[config.mk]
export PLATFORM = sky130hd
export DESIGN_NAME = bvm_top
export DESIGN_NICKNAME = d
export VERILOG_FILES = /design/src/bvm_pkg.sv /design/src/bvm_sync3.sv /design/src/bvm_top.sv
export VERILOG_INCLUDE_DIRS = /design/src
export SDC_FILE = /design/constraint.sdc
export NUM_CORES = 1
export LEC_CHECK = 0
export ABC_AREA = 0
export BUFFER_PORTS_ARGS = -buffer_cell sky130_fd_sc_hd__buf_2
export CAP_MARGIN = 20
export CORE_ASPECT_RATIO = 1.4
export CORE_UTILIZATION = 30
export CTS_CLUSTER_DIAMETER = 100
export DETAILED_ROUTE_END_ITERATION = 8
export GPL_TIMING_DRIVEN = 0
export PLACE_DENSITY_LB_ADDON = 0.08
export SETUP_SLACK_MARGIN = 0.2
export SYNTH_ARGS = -nofsm -noshare
export SYNTH_HDL_FRONTEND = slang
export SYNTH_SLANG_ARGS = --single-unit
[constraint.sdc]
create_clock -name ref_clk -period 1.79 [get_ports ref_clk]
set_input_delay 0.358 -clock ref_clk [delete_from_list [all_inputs] [get_ports ref_clk]]
set_output_delay 0.358 -clock ref_clk [all_outputs]
set_load 0.01 [all_outputs]
[src/bvm_map.svh]
// register map, field positions, reset values and timing counts for the brownout monitor
// assumes a 32 kHz low-power oscillator level arriving as a pin, sampled on ref_clk
// Functional notes
// At every reset load level, active mode and sleep mode from the fuses.
// Threshold level and active mode follow the fuses; bus writes never change them.
// Sleep mode starts from its fuse value and software may overwrite it.
// Each mode is disabled, continuously enabled, or sampled once per period.
// Issue a system reset while the supply is below the brownout threshold.
// Entering standby or power-down sleep, the detector uses the sleep-mode field.
// Waking from deep sleep, the detector returns to the active-mode field.
// Writing one to the monitor interrupt enable turns the early warning monitor on.
// Request an interrupt on a threshold crossing in the selected direction.
// Monitor follows detector mode: off when detector off, sampled when sampled.
// Enabling the interrupt with selection 0x2 always sets the flag; here only while the detector is on.
// Monitor threshold comes from the software-written level offset field.
// In sampled mode only selection 0x1 may produce a monitor interrupt.
// The single monitor interrupt source sits at vector offset 0x00.
// An interrupt condition sets the matching flag in the flag register.
// Interrupt request stands while enable and flag are set, until flag clears.
// The detector runs from the 32 kHz ultra-low-power oscillator.
// Debug leaves detection alone but the monitor interrupt is held off while halted.
// Software writes the unlock key, then the sleep field within four instructions.
// Protected writes outside the unlock window complete on the bus but change nothing.
// Level offset 0x0 is five, 0x1 fifteen, 0x2 twenty-five percent; others reserved.
// Status bit reads one below the monitor threshold; valid only while detector on.
// Active setting 0x3 enables the detector and holds wake-up until it is ready.
// The monitor flag changes by hardware only while the detector is enabled.
// Writing one to the flag bit clears it; writing zero leaves it.
`ifndef BVM_MAP_SVH
`define BVM_MAP_SVH
// register indices; the byte address is four times the index
`define BVM_IDX_CTRLA      4'h0
`define BVM_IDX_CTRLB      4'h1
`define BVM_IDX_MONCTRL    4'h8
`define BVM_IDX_INTCTRL    4'h9
`define BVM_IDX_INTFLAGS   4'ha
`define BVM_IDX_STATUS     4'hb
// field positions
`define BVM_CTRLA_SAMP     4
`define BVM_CTRLA_ACT_LSB  2
`define BVM_CTRLA_SLP_LSB  0
`define BVM_INT_CFG_LSB    1
`define BVM_INT_IE         0
`define BVM_FLAG_BIT       0
// reset values of the software-owned registers
`define BVM_MONLVL_RST     2'h0
`define BVM_CFG_RST        2'h0
// crossing selections
`define BVM_CFG_FALL       2'h0
`define BVM_CFG_RISE       2'h1
`define BVM_CFG_BOTH       2'h2
// interrupt vector offset of the monitor source
`define BVM_VEC_MONITOR    8'h00
// sampling periods counted in oscillator ticks
`define BVM_OSC_HZ         32768
`define BVM_SAMP_FAST_HZ   1000
`define BVM_SAMP_SLOW_HZ   125
`define BVM_TICKS_FAST     (`BVM_OSC_HZ / `BVM_SAMP_FAST_HZ)
`define BVM_TICKS_SLOW     (`BVM_OSC_HZ / `BVM_SAMP_SLOW_HZ)
`endif

[src/bvm_pkg.sv]
// types shared by the brownout monitor modules
// assumes bvm_map.svh supplies the numeric constants
package bvm_pkg;
  // detector operating modes, same encoding for active and sleep fields
  typedef enum logic [1:0] {
    BVM_OFF     = 2'b00,
    BVM_ON      = 2'b01,
    BVM_SAMPLED = 2'b10,
    BVM_ON_WAIT = 2'b11
  } bvm_mode_t;
  // sampling sequencer states
  typedef enum logic [1:0] {
    BVM_S_IDLE = 2'b00,
    BVM_S_WAIT = 2'b01,
    BVM_S_MEAS = 2'b10
  } bvm_samp_t;
  // configuration fuse contents
  typedef struct packed {
    logic       samp_rate;
    logic [1:0] active;
    logic [1:0] sleep;
    logic [2:0] level;
  } bvm_fuse_t;
  // drive to the analog comparators
  typedef struct packed {
    logic       det_enable;
    logic [2:0] det_level;
    logic [1:0] mon_level;
  } bvm_analog_t;
endpackage : bvm_pkg

[src/bvm_sync3.sv]
// three-stage pin synchroniser; a bit changes once stages two and three agree
// assumes inputs come from outside the ref_clk domain
`timescale 1ns/100ps
module bvm_sync3 #(
  parameter int W = 4
) (
  // clock and control
  input  wire logic         ref_clk,
  input  wire logic         nrst,
  input  wire logic         ce,
  // pins in, clean levels out
  input  wire logic [W-1:0] pin_in,
  output logic      [W-1:0] level_out
);
  logic [W-1:0] stg1;
  logic [W-1:0] stg2;
  logic [W-1:0] stg3;

  // shift chain; stage one feeds stage two only
  always_ff @(posedge ref_clk) begin
    if (!nrst) begin
      stg1 <= '0;
      stg2 <= '0;
      stg3 <= '0;
    end else if (ce) begin
      stg1 <= pin_in;
      stg2 <= stg1;
      stg3 <= stg2;
    end
  end

  // per-bit agreement filter rejects a single metastable sample
  genvar g;
  generate
    for (g = 0; g < W; g++) begin : g_agree
      always_ff @(posedge ref_clk) begin
        if (!nrst) begin
          level_out[g] <= 1'b0;
        end else if (ce && (stg2[g] == stg3[g])) begin
          level_out[g] <= stg3[g];
        end
      end
    end
  endgenerate
endmodule : bvm_sync3

[src/bvm_top.sv]
// brownout detector and early warning monitor control with AHB-Lite registers
// assumes analog comparators and the 32 kHz oscillator arrive as asynchronous pins
`timescale 1ns/100ps
`include "bvm_map.svh"
module bvm_top
  import bvm_pkg::*;
(
  // clock, reset, clock enable
  input  wire logic         ref_clk,
  input  wire logic         nrst,
  input  wire logic         ce,
  // AHB-Lite slave
  input  wire logic         hsel,
  input  wire logic [31:0]  haddr,
  input  wire logic [1:0]   htrans,
  input  wire logic         hwrite,
  input  wire logic [2:0]   hsize,
  input  wire logic [31:0]  hwdata,
  input  wire logic         hready,
  output logic              hreadyout,
  output logic              hresp,
  output logic [31:0]       hrdata,
  // fuses and system state
  input  wire bvm_fuse_t    detector_config_fuse,
  input  wire logic         protected_write_gate,
  input  wire logic         deep_sleep,
  input  wire logic         cpu_halted,
  // analog side pins
  input  wire logic         ultra_low_power_osc,
  input  wire logic         supply_below_bod,
  input  wire logic         supply_below_monitor,
  input  wire logic         detector_ready,
  output bvm_analog_t       analog_ctl,
  // system outputs
  output logic              system_reset_req,
  output logic              wake_hold,
  output logic              monitor_irq,
  output logic [7:0]        monitor_irq_vector
);
  // register contents
  logic       sample_rate_select;
  bvm_mode_t  active_mode;
  bvm_mode_t  sleep_mode;
  logic [2:0] bod_level;
  logic [1:0] monitor_level_offset;
  logic [1:0] monitor_crossing_select;
  logic       monitor_irq_enable;
  logic       monitor_irq_flag;
  logic       monitor_below_status;
  // bus pipeline
  logic       wr_pend;
  logic       rd_pend;
  logic [3:0] addr_idx;
  logic       addr_ok;
  // synchronised pins
  logic [3:0] pin_lvl;
  logic       osc_lvl;
  logic       osc_prev;
  logic       osc_tick;
  logic       bod_low;
  logic       mon_low;
  logic       det_rdy;
  // sampling
  bvm_samp_t  samp_st;
  logic [8:0] samp_cnt;
  logic       meas_strobe;
  bvm_mode_t  mode_eff;
  logic       det_on;
  logic       crossing;
  logic       trig;
  logic       en_rise_set;

  // address decode shared by the write processes
  function automatic logic wr_hit(input logic [3:0] idx);
    return wr_pend && addr_ok && (addr_idx == idx);
  endfunction : wr_hit

  // register read mux, narrow data in the low byte
  function automatic logic [7:0] rd_mux(input logic [3:0] idx);
    logic [7:0] v;
    v = 8'h00;
    if (idx == `BVM_IDX_CTRLA) begin
      v[`BVM_CTRLA_SAMP] = sample_rate_select;
      v[`BVM_CTRLA_ACT_LSB +: 2] = active_mode;
      v[`BVM_CTRLA_SLP_LSB +: 2] = sleep_mode;
    end else if (idx == `BVM_IDX_CTRLB) begin
      v[2:0] = bod_level;
    end else if (idx == `BVM_IDX_MONCTRL) begin
      v[1:0] = monitor_level_offset;
    end else if (idx == `BVM_IDX_INTCTRL) begin
      v[`BVM_INT_CFG_LSB +: 2] = monitor_crossing_select;
      v[`BVM_INT_IE] = monitor_irq_enable;
    end else if (idx == `BVM_IDX_INTFLAGS) begin
      v[`BVM_FLAG_BIT] = monitor_irq_flag;
    end else if (idx == `BVM_IDX_STATUS) begin
      v[0] = monitor_below_status;
    end
    return v;
  endfunction : rd_mux

  // bus front end: writes land in the data phase, reads take one wait state so
  // a read right behind a write sees the new value
  always_ff @(posedge ref_clk) begin
    if (!nrst) begin
      wr_pend   <= 1'b0;
      rd_pend   <= 1'b0;
      addr_idx  <= 4'h0;
      addr_ok   <= 1'b0;
      hreadyout <= 1'b1;
      hresp     <= 1'b0;
      hrdata    <= 32'h0000_0000;
    end else if (ce) begin
      wr_pend <= 1'b0;
      if (rd_pend) begin
        hrdata    <= addr_ok ? {24'h00_0000, rd_mux(addr_idx)} : 32'h0000_0000;
        hreadyout <= 1'b1;
        rd_pend   <= 1'b0;
      end
      if (hready && hsel && htrans[1]) begin
        addr_idx <= haddr[5:2];
        addr_ok  <= (haddr[31:6] == 26'h0) && (haddr[1:0] == 2'b00);
        if (hwrite) begin
          wr_pend <= 1'b1;
        end else begin
          rd_pend   <= 1'b1;
          hreadyout <= 1'b0;
        end
      end
    end
  end

  // fuse-owned fields: loaded in reset, bus writes ignored
  always_ff @(posedge ref_clk) begin
    if (!nrst) begin
      sample_rate_select <= detector_config_fuse.samp_rate;
      active_mode        <= bvm_mode_t'(detector_config_fuse.active);
      bod_level          <= detector_config_fuse.level;
    end
  end

  // sleep mode: fuse at reset, then writable only inside the unlock window
  always_ff @(posedge ref_clk) begin
    if (!nrst) begin
      sleep_mode <= bvm_mode_t'(detector_config_fuse.sleep);
    end else if (ce && wr_hit(`BVM_IDX_CTRLA) && protected_write_gate) begin
      sleep_mode <= bvm_mode_t'(hwdata[`BVM_CTRLA_SLP_LSB +: 2]);
    end
  end

  // software-owned monitor settings
  always_ff @(posedge ref_clk) begin
    if (!nrst) begin
      monitor_level_offset    <= `BVM_MONLVL_RST;
      monitor_crossing_select <= `BVM_CFG_RST;
      monitor_irq_enable      <= 1'b0;
    end else if (ce) begin
      if (wr_hit(`BVM_IDX_MONCTRL)) begin
        monitor_level_offset <= hwdata[1:0];
      end
      if (wr_hit(`BVM_IDX_INTCTRL)) begin
        monitor_crossing_select <= hwdata[`BVM_INT_CFG_LSB +: 2];
        monitor_irq_enable      <= hwdata[`BVM_INT_IE];
      end
    end
  end

  // pins cross into ref_clk
  bvm_sync3 #(.W(4)) u_sync (
    .ref_clk   (ref_clk),
    .nrst      (nrst),
    .ce        (ce),
    .pin_in    ({detector_ready, supply_below_monitor, supply_below_bod,
                 ultra_low_power_osc}),
    .level_out (pin_lvl)
  );
  assign osc_lvl = pin_lvl[0];
  assign bod_low = pin_lvl[1];
  assign mon_low = pin_lvl[2];
  assign det_rdy = pin_lvl[3];

  // oscillator edge detect on the clean level
  always_ff @(posedge ref_clk) begin
    if (!nrst) begin
      osc_prev <= 1'b0;
    end else if (ce) begin
      osc_prev <= osc_lvl;
    end
  end
  assign osc_tick = osc_lvl && !osc_prev;

  // mode in force follows the sleep state; reserved sleep code counts as off
  always_comb begin
    if (deep_sleep) begin
      mode_eff = (sleep_mode == BVM_ON_WAIT) ? BVM_OFF : sleep_mode;
    end else begin
      mode_eff = active_mode;
    end
  end
  assign det_on = (mode_eff != BVM_OFF);

  // sampled mode sequencer: wait one period, power the detector for one tick
  always_ff @(posedge ref_clk) begin
    if (!nrst) begin
      samp_st  <= BVM_S_IDLE;
      samp_cnt <= 9'h000;
    end else if (ce) begin
      case (samp_st)
        BVM_S_IDLE: begin
          samp_cnt <= 9'h000;
          if (mode_eff == BVM_SAMPLED) begin
            samp_st <= BVM_S_WAIT;
          end
        end
        BVM_S_WAIT: begin
          if (mode_eff != BVM_SAMPLED) begin
            samp_st <= BVM_S_IDLE;
          end else if (osc_tick) begin
            if (samp_cnt == 9'((sample_rate_select ? `BVM_TICKS_SLOW
                                                    : `BVM_TICKS_FAST) - 1)) begin
              samp_cnt <= 9'h000;
              samp_st  <= BVM_S_MEAS;
            end else begin
              samp_cnt <= samp_cnt + 9'h001;
            end
          end
        end
        BVM_S_MEAS: begin
          if (mode_eff != BVM_SAMPLED) begin
            samp_st <= BVM_S_IDLE;
          end else if (osc_tick) begin
            samp_st <= BVM_S_WAIT;
          end
        end
        default: begin
          samp_st <= BVM_S_IDLE;
        end
      endcase
    end
  end

  // continuous modes look every cycle; sampled mode at the end of its window
  assign meas_strobe = (mode_eff == BVM_ON) || (mode_eff == BVM_ON_WAIT) ||
                       ((samp_st == BVM_S_MEAS) && osc_tick);

  // analog drive; monitor comparator runs only with the detector
  always_ff @(posedge ref_clk) begin
    if (!nrst) begin
      analog_ctl <= '0;
    end else if (ce) begin
      // a window still open as the mode drops to off must not power the detector
      analog_ctl.det_enable <= (mode_eff == BVM_ON) || (mode_eff == BVM_ON_WAIT) ||
                               ((mode_eff == BVM_SAMPLED) && (samp_st == BVM_S_MEAS));
      analog_ctl.det_level  <= bod_level;
      analog_ctl.mon_level  <= monitor_level_offset;
    end
  end

  // brownout reset; a sampled low stands until a good sample or until the detector goes off
  always_ff @(posedge ref_clk) begin
    if (!nrst) begin
      system_reset_req <= 1'b0;
    end else if (ce) begin
      if (!det_on) begin
        system_reset_req <= 1'b0;
      end else if (meas_strobe) begin
        system_reset_req <= bod_low;
      end
    end
  end

  // wake-up stays held in mode 0x3 until the detector says ready
  always_ff @(posedge ref_clk) begin
    if (!nrst) begin
      wake_hold <= 1'b0;
    end else if (ce) begin
      wake_hold <= !deep_sleep && (active_mode == BVM_ON_WAIT) && !det_rdy;
    end
  end

  // last known monitor comparison, frozen while the detector is off
  always_ff @(posedge ref_clk) begin
    if (!nrst) begin
      monitor_below_status <= 1'b0;
    end else if (ce && det_on && meas_strobe) begin
      monitor_below_status <= mon_low;
    end
  end

  // crossing classifier; sampled mode admits only selection 0x1
  assign crossing = det_on && meas_strobe && (mon_low != monitor_below_status);
  always_comb begin
    trig = 1'b0;
    if (crossing && monitor_irq_enable) begin
      if (mode_eff == BVM_SAMPLED) begin
        trig = (monitor_crossing_select == `BVM_CFG_RISE) && !mon_low;
      end else if (monitor_crossing_select == `BVM_CFG_FALL) begin
        trig = mon_low;
      end else if (monitor_crossing_select == `BVM_CFG_RISE) begin
        trig = !mon_low;
      end else begin
        trig = (monitor_crossing_select == `BVM_CFG_BOTH);
      end
    end
  end
  // turning the enable on with selection 0x2 raises the flag whenever the detector is on
  assign en_rise_set = det_on && wr_hit(`BVM_IDX_INTCTRL) && hwdata[`BVM_INT_IE] &&
                       !monitor_irq_enable &&
                       (hwdata[`BVM_INT_CFG_LSB +: 2] == `BVM_CFG_BOTH);

  // flag: hardware set beats a same-cycle software clear
  always_ff @(posedge ref_clk) begin
    if (!nrst) begin
      monitor_irq_flag <= 1'b0;
    end else if (ce) begin
      if (det_on && (trig || en_rise_set)) begin
        monitor_irq_flag <= 1'b1;
      end else if (wr_hit(`BVM_IDX_INTFLAGS) && hwdata[`BVM_FLAG_BIT]) begin
        monitor_irq_flag <= 1'b0;
      end
    end
  end

  // request line; withheld while the core is halted in debug
  always_ff @(posedge ref_clk) begin
    if (!nrst) begin
      monitor_irq        <= 1'b0;
      monitor_irq_vector <= `BVM_VEC_MONITOR;
    end else if (ce) begin
      monitor_irq        <= monitor_irq_flag && monitor_irq_enable && !cpu_halted;
      monitor_irq_vector <= `BVM_VEC_MONITOR;
    end
  end
endmodule : bvm_top

Word level (Yosys, flattened, before mapping)
Cells that the tools add are included.
{"block": "op_classes", "addsub": 2, "eq_ne": 30, "muxes": 41, "n_reduce_logical": 59}
{"cell": "$mux W9", "count": 4}
{"cell": "$logic_and A1 B1 Y1", "count": 33}
{"cell": "$logic_not A26 Y1", "count": 1}
{"cell": "$mux W2", "count": 13}
{"cell": "$mux W1", "count": 19}
{"cell": "$pmux W9 S2", "count": 1}
{"cell": "$eq A4 B4 Y1 const B", "count": 4}
{"cell": "$eq A2 B2 Y1 const B", "count": 7}
{"cell": "$reduce_and A2 Y1", "count": 6}
{"cell": "$ne A2 B2 Y1 const B", "count": 5}
{"cell": "$add A9 B1 Y9 const B", "count": 1}
{"cell": "$eq A9 B9 Y1", "count": 1}
{"cell": "$ne A3 B3 Y1 const B", "count": 3}
{"cell": "$sub A9 B1 Y9 const B", "count": 1}
{"cell": "$eq A2 B1 Y1 const B", "count": 3}
{"cell": "$logic_not A1 Y1", "count": 6}
{"cell": "$logic_not A2 Y1", "count": 3}
{"cell": "$mux W3", "count": 2}
{"cell": "$pmux W2 S3", "count": 1}
{"cell": "$reduce_bool A2 Y1", "count": 3}
{"cell": "$mux W5", "count": 1}
{"cell": "$reduce_and A5 Y1", "count": 1}
{"cell": "$eq A1 B1 Y1", "count": 4}
{"cell": "$eq A4 B1 Y1 const B", "count": 1}
{"cell": "5 further kinds", "count": 8}
{"block": "totals", "ff_bits": 92, "in_bits": 90, "output_inout_bits": 51}

Logic depth before layout (Yosys ltp)
{"block": "depth", "depth_word": 14, "mapped_depth": 6, "depth_no_buf": 5}

Modules after synthesis
Synthesis repeated with hierarchy kept, for this count alone.
{"block": "hier_totals", "hier_cells": 369, "area_unflattened_um2": 3316.9}
{"module": "bvm_top", "instances": 1, "cells_per_inst": 305, "area_each_um2": 2627.5, "seq_area_each_um2": 1061.0}
{"module": "bvm_sync3", "instances": 1, "cells_per_inst": 64, "area_each_um2": 689.4, "seq_area_each_um2": 320.3}

Least setup slack after synthesis
No wires, ideal clock.
{"block": "synth_timing", "kind": "flip-flop to flip-flop", "from": "reg active_mode[0]", "to": "reg samp_cnt[4]", "setup_time_ns": 0.067, "arrival_time_ns": 1.644, "required_time_ns": 1.723, "slack_ns": 0.079, "stages_incl_launch_ff": 7, "period_less_slack_ns": 1.711, "path_cell_list": "edfxtp_1 -> nor3b_2 -> o2111ai_4 -> and2_4 -> buf_6 -> or3_1 -> a21oi_2"}
{"block": "synth_via", "elab_chain_cells": 4}
{"element": "start, declared", "line_no": "bvm_top.sv:42", "source": "bvm_mode_t active_mode;"}
{"element": "start signal, assigned", "line_no": "bvm_top.sv:136", "source": "active_mode <= bvm_mode_t'(detector_config_fuse.active);"}
{"element": "$mux W2", "line_no": "bvm_top.sv:193", "source": "if (deep_sleep) begin"}
{"element": "$ne A2 B2 Y1", "line_no": "bvm_top.sv:215", "source": "if (mode_eff != BVM_SAMPLED) begin"}
{"element": "$ne A2 B2 Y1 (no source line)"}
{"element": "$reduce_and A4 Y1 (no source line)"}
{"element": "end signal, assigned", "line_no": "bvm_top.sv:223", "source": "samp_cnt <= samp_cnt + 9'h001;"}
{"element": "end, declared", "line_no": "bvm_top.sv:65", "source": "logic [8:0] samp_cnt;"}
No other way between the ends.
A chain may end at the register's enable or synchronous reset.

Final worst setup path
{"block": "layout_timing", "from": "reg active_mode[0]", "to": "reg samp_cnt[8]"}
Same word-level chain as after synthesis.

==> results.cfg <==
[run_status]
status = completed

[sta]
setup_viol = 0
grt_setup_unrepaired = true
hold_violations = 0
fin_skew_ns = 0.004885
tightest_slew_ns = 0.8593
period_minus_slack_ns = 1.710
worst_hold_slack_ns = 0.1994
finalMaxSlewViolations = 0
relSlewSlack_pct = 42.71
fmax_mhz = 584.9
period_share_pct = 95.51

[worst_setup_path]
crit_required_ns = 2.00
cp_top_family = simple AND/OR/NAND/NOR gates
cp_data_arrival_time_ns = 1.92
critPathKind = register to register
cp_slowest_cell = edfxtp_1
cp-start-kind = register
path_buf_inv = 2
max_stage_delay_ns = 0.44
cp_cell_sequence = nor3b_4, o2111ai_4, and2_4, buf_8, buf_4, o21ai_4, nor2_1
end_kind = register
cp_max_fo = 6

[power_and_ir_drop]
powerDensity_mw_per_mm2 = 829.4
p_total_mw = 3.689
peakVddDrop_mv = 0.5392
leakagePower_nw = 1.965

[finish]
fin_cells = 621
final_cell_mix = buf_2, dfxtp_1, nor2_1
area_growth_pct = 38.92
n_antenna_cell = 0
finalCoreUtilization_pct = 42.98
finalNetCount = 569
drive_gt1_share_pct = 37.27
layout_commonest_cell = buf_2

[synthesis]
yosys.area_share.simple_pct = 19.81
synth.distinct_cells = 57
synth_flop_cell = dfxtp_1
ys_warn_count = 0
synth_edf_count = 8
synth_xor_area_share_pct = 2.188
synthCells = 347
syn_area_sq_mm = 0.003202
synth_compound_area_share_pct = 12.15
yosys-mux-area-fraction_pct = 11.10
synth_area_leaders = dfxtp_1, mux2i_1, buf_4, edfxtp_1, nor2_1
seq_area_frac_synth_pct = 43.14
synth_fa_ha_area_share_pct = 0.3908
synth_top_family_by_area = simple AND/OR/NAND/NOR gates
async_reset_ff_share_pct = 0
yosys.area.top_type_share_pct = 35.64
syn_avg_cell_area_sq_um = 9.227
yosys.area.top_type = dfxtp_1
ys_seq_elements = 65

[cts]
cts-root-buf = clkbuf_16
cts.clk_slew.worst_paths_ns = 0.05
clkLatencyLatePin_ns = 0.33
cts_tree = built
ctsHoldBuffers = 0
cts_inserted_buffers = 9
clockBufferDepth = 2
cts.sinks = 65
htreeDepth = 3

[route]
drc = 0
antenna_left = 0
drt-initial-drc-count = 91
viasPerCell = 4.512
dr.pass1.iters = 4
wire_per_inst_um = 13.71
vias = 2802
drt_wl_total_um = 8515

[floorplan]
start_util_pct = 30.94
die_w_um = 89.31
dieArea_sq_mm = 0.01110
coreArea_sq_mm = 0.01035
die_h_um = 124.2
io_pins = 141
num_rows = 44

[global_route]
grt_pass1_vias = 2681
grt.overflow.total = 0
grt_max_degree = 16
antenna_found_initial = 0
grt_pass1_wl_um = 13250
track_usage_pct = 16.16

[place]
dp_hpwl_um = 6205
io_buffers = 71
place_inst = 591
gp_routability_congestion = 0.7970

[job]
maxCapViolations = 0

[min_path]
hp-class = primary input to register
cells in the mapped netlist, types with 3 or more instances:
| library cell | instances |
|---|---|
| o21ai_0 | 13 |
| inv_1 | 6 |
| edfxtp_1 | 8 |
| or3_1 | 4 |
| buf_4 | 36 |
| nand4_1 | 5 |
| nand2_1 | 19 |
| nor4_1 | 9 |
| nor3_1 | 5 |
| a21oi_1 | 18 |
| nand3_1 | 13 |
| dfxtp_1 | 57 |
| a22oi_1 | 3 |
| nor2_1 | 48 |
| a211oi_1 | 4 |
| nand4b_1 | 3 |
| a21o_1 | 4 |
| xnor2_1 | 7 |
| and2_1 | 3 |
| clkbuf_1 | 9 |
| mux2i_1 | 31 |
final cells by class:
class | count | area, sq um
multi-input combinational | 262 | 1737
buffer | 49 | 357.8
sequential | 65 | 1393
fill | 1085 | 5902
inverter | 7 | 26.28
tap | 138 | 172.7
timing repair buffer | 84 | 460.4
clock inverter | 4 | 22.52
clock buffer | 12 | 279.0
power breakdown:
part	internal [mW]	leakage, nW	switching [mW]	total [mW]
sequential	1.52	0.544	0.0319	1.55
combinational	0.201	1.27	0.211	0.412
clock	1.10	0.149	0.630	1.73
total	2.82	1.96	0.873	3.69
worst reg2reg max path: cells and delay by family (launching register included):
| family | cells | cell delay, ns |
|---|---|---|
| AO/OA/AOI/OAI | 2 | 0.38 |
| buffers and inverters | 2 | 0.25 |
| flip-flops | 1 | 0.44 |
| AND/OR/NAND/NOR | 3 | 0.52 |
cells by family (layout without fill, tap and decap cells):
| kind of cell | Yosys count | count (layout) |
|---|---|---|
| adder cells (fa/ha/maj) | 1 | 1 |
| AO/OA/AOI/OAI | 57 | 58 |
| other | 1 | 36 |
| flip-flops | 65 | 65 |
| XOR/XNOR | 8 | 8 |
| multiplexers | 34 | 34 |
| AND/OR/NAND/NOR | 125 | 125 |
| buffers and inverters | 56 | 156 |
registers in the layout, summed over array words and instances, names as in the netlist, 2 cells and up:
| name | flops |
|---|---|
| monitor_level_offset | 2 |
| addr_idx | 4 |
| bod_level | 3 |
| sleep_mode | 2 |
| u_sync.stg3 | 4 |
| samp_st | 2 |
| u_sync.stg2 | 4 |
| u_sync.stg1 | 4 |
| u_sync.level_out | 4 |
| active_mode | 2 |
| monitor_crossing_select | 2 |
| hrdata | 5 |
| samp_cnt | 9 |
| analog_ctl | 6 |
per-layer routing:
layer	GRT usage (%)	wire (um)	vias up	share of wire, %
li1	-	-	1431	-
met1	19.05	3590	1293	42
met2	26.90	4388	68	52
met3	4.654	356	10	4.2
met4	6.536	178	0	2.1
met5	0	0	-	0
final timing paths:
check | startpoint | slack, ns | cells after the start | endpoint
setup / recovery | active_mode[0]$_DFFE_PN_ | 0.08 | 7 | samp_cnt[8]$_SDFFE_PN0P_
hold / removal | detector_config_fuse[1] | 0.20 | 1 | bod_level[1]$_DFFE_PN_
setup reg to reg | active_mode[0]$_DFFE_PN_ | 0.08 | 7 | samp_cnt[8]$_SDFFE_PN0P_
hold reg to reg | u_sync.stg3[1]$_SDFFE_PN0P_ | 0.45 | 2 | u_sync.level_out[1]$_SDFFE_PN0P_
per-stage QoR:
step / setup slack [ns] / instance area (sq um) / setup TNS, ns
after floorplan: 0.1127 / 3339 / 0
after global placement: -0.3337 / 3867 / -6.772
after detailed placement: -0.3570 / 3867 / -7.947
after CTS: 0.02258 / 4297 / 0
after global routing: 0.01432 / 4448 / 0
final: 0.08044 / 4448 / 0
what timing repair did:
| item | 4_1_cts | 5_1_grt |
|---|---|---|
| resized for setup | 16 | 28 |
| endpoints found under the setup margin | 36 | 22 |
| pin swaps | 4 | 12 |
| setup buffers | 9 | 4 |
| cloned | 0 | 1 |
(Power assumes the default switching activity.)
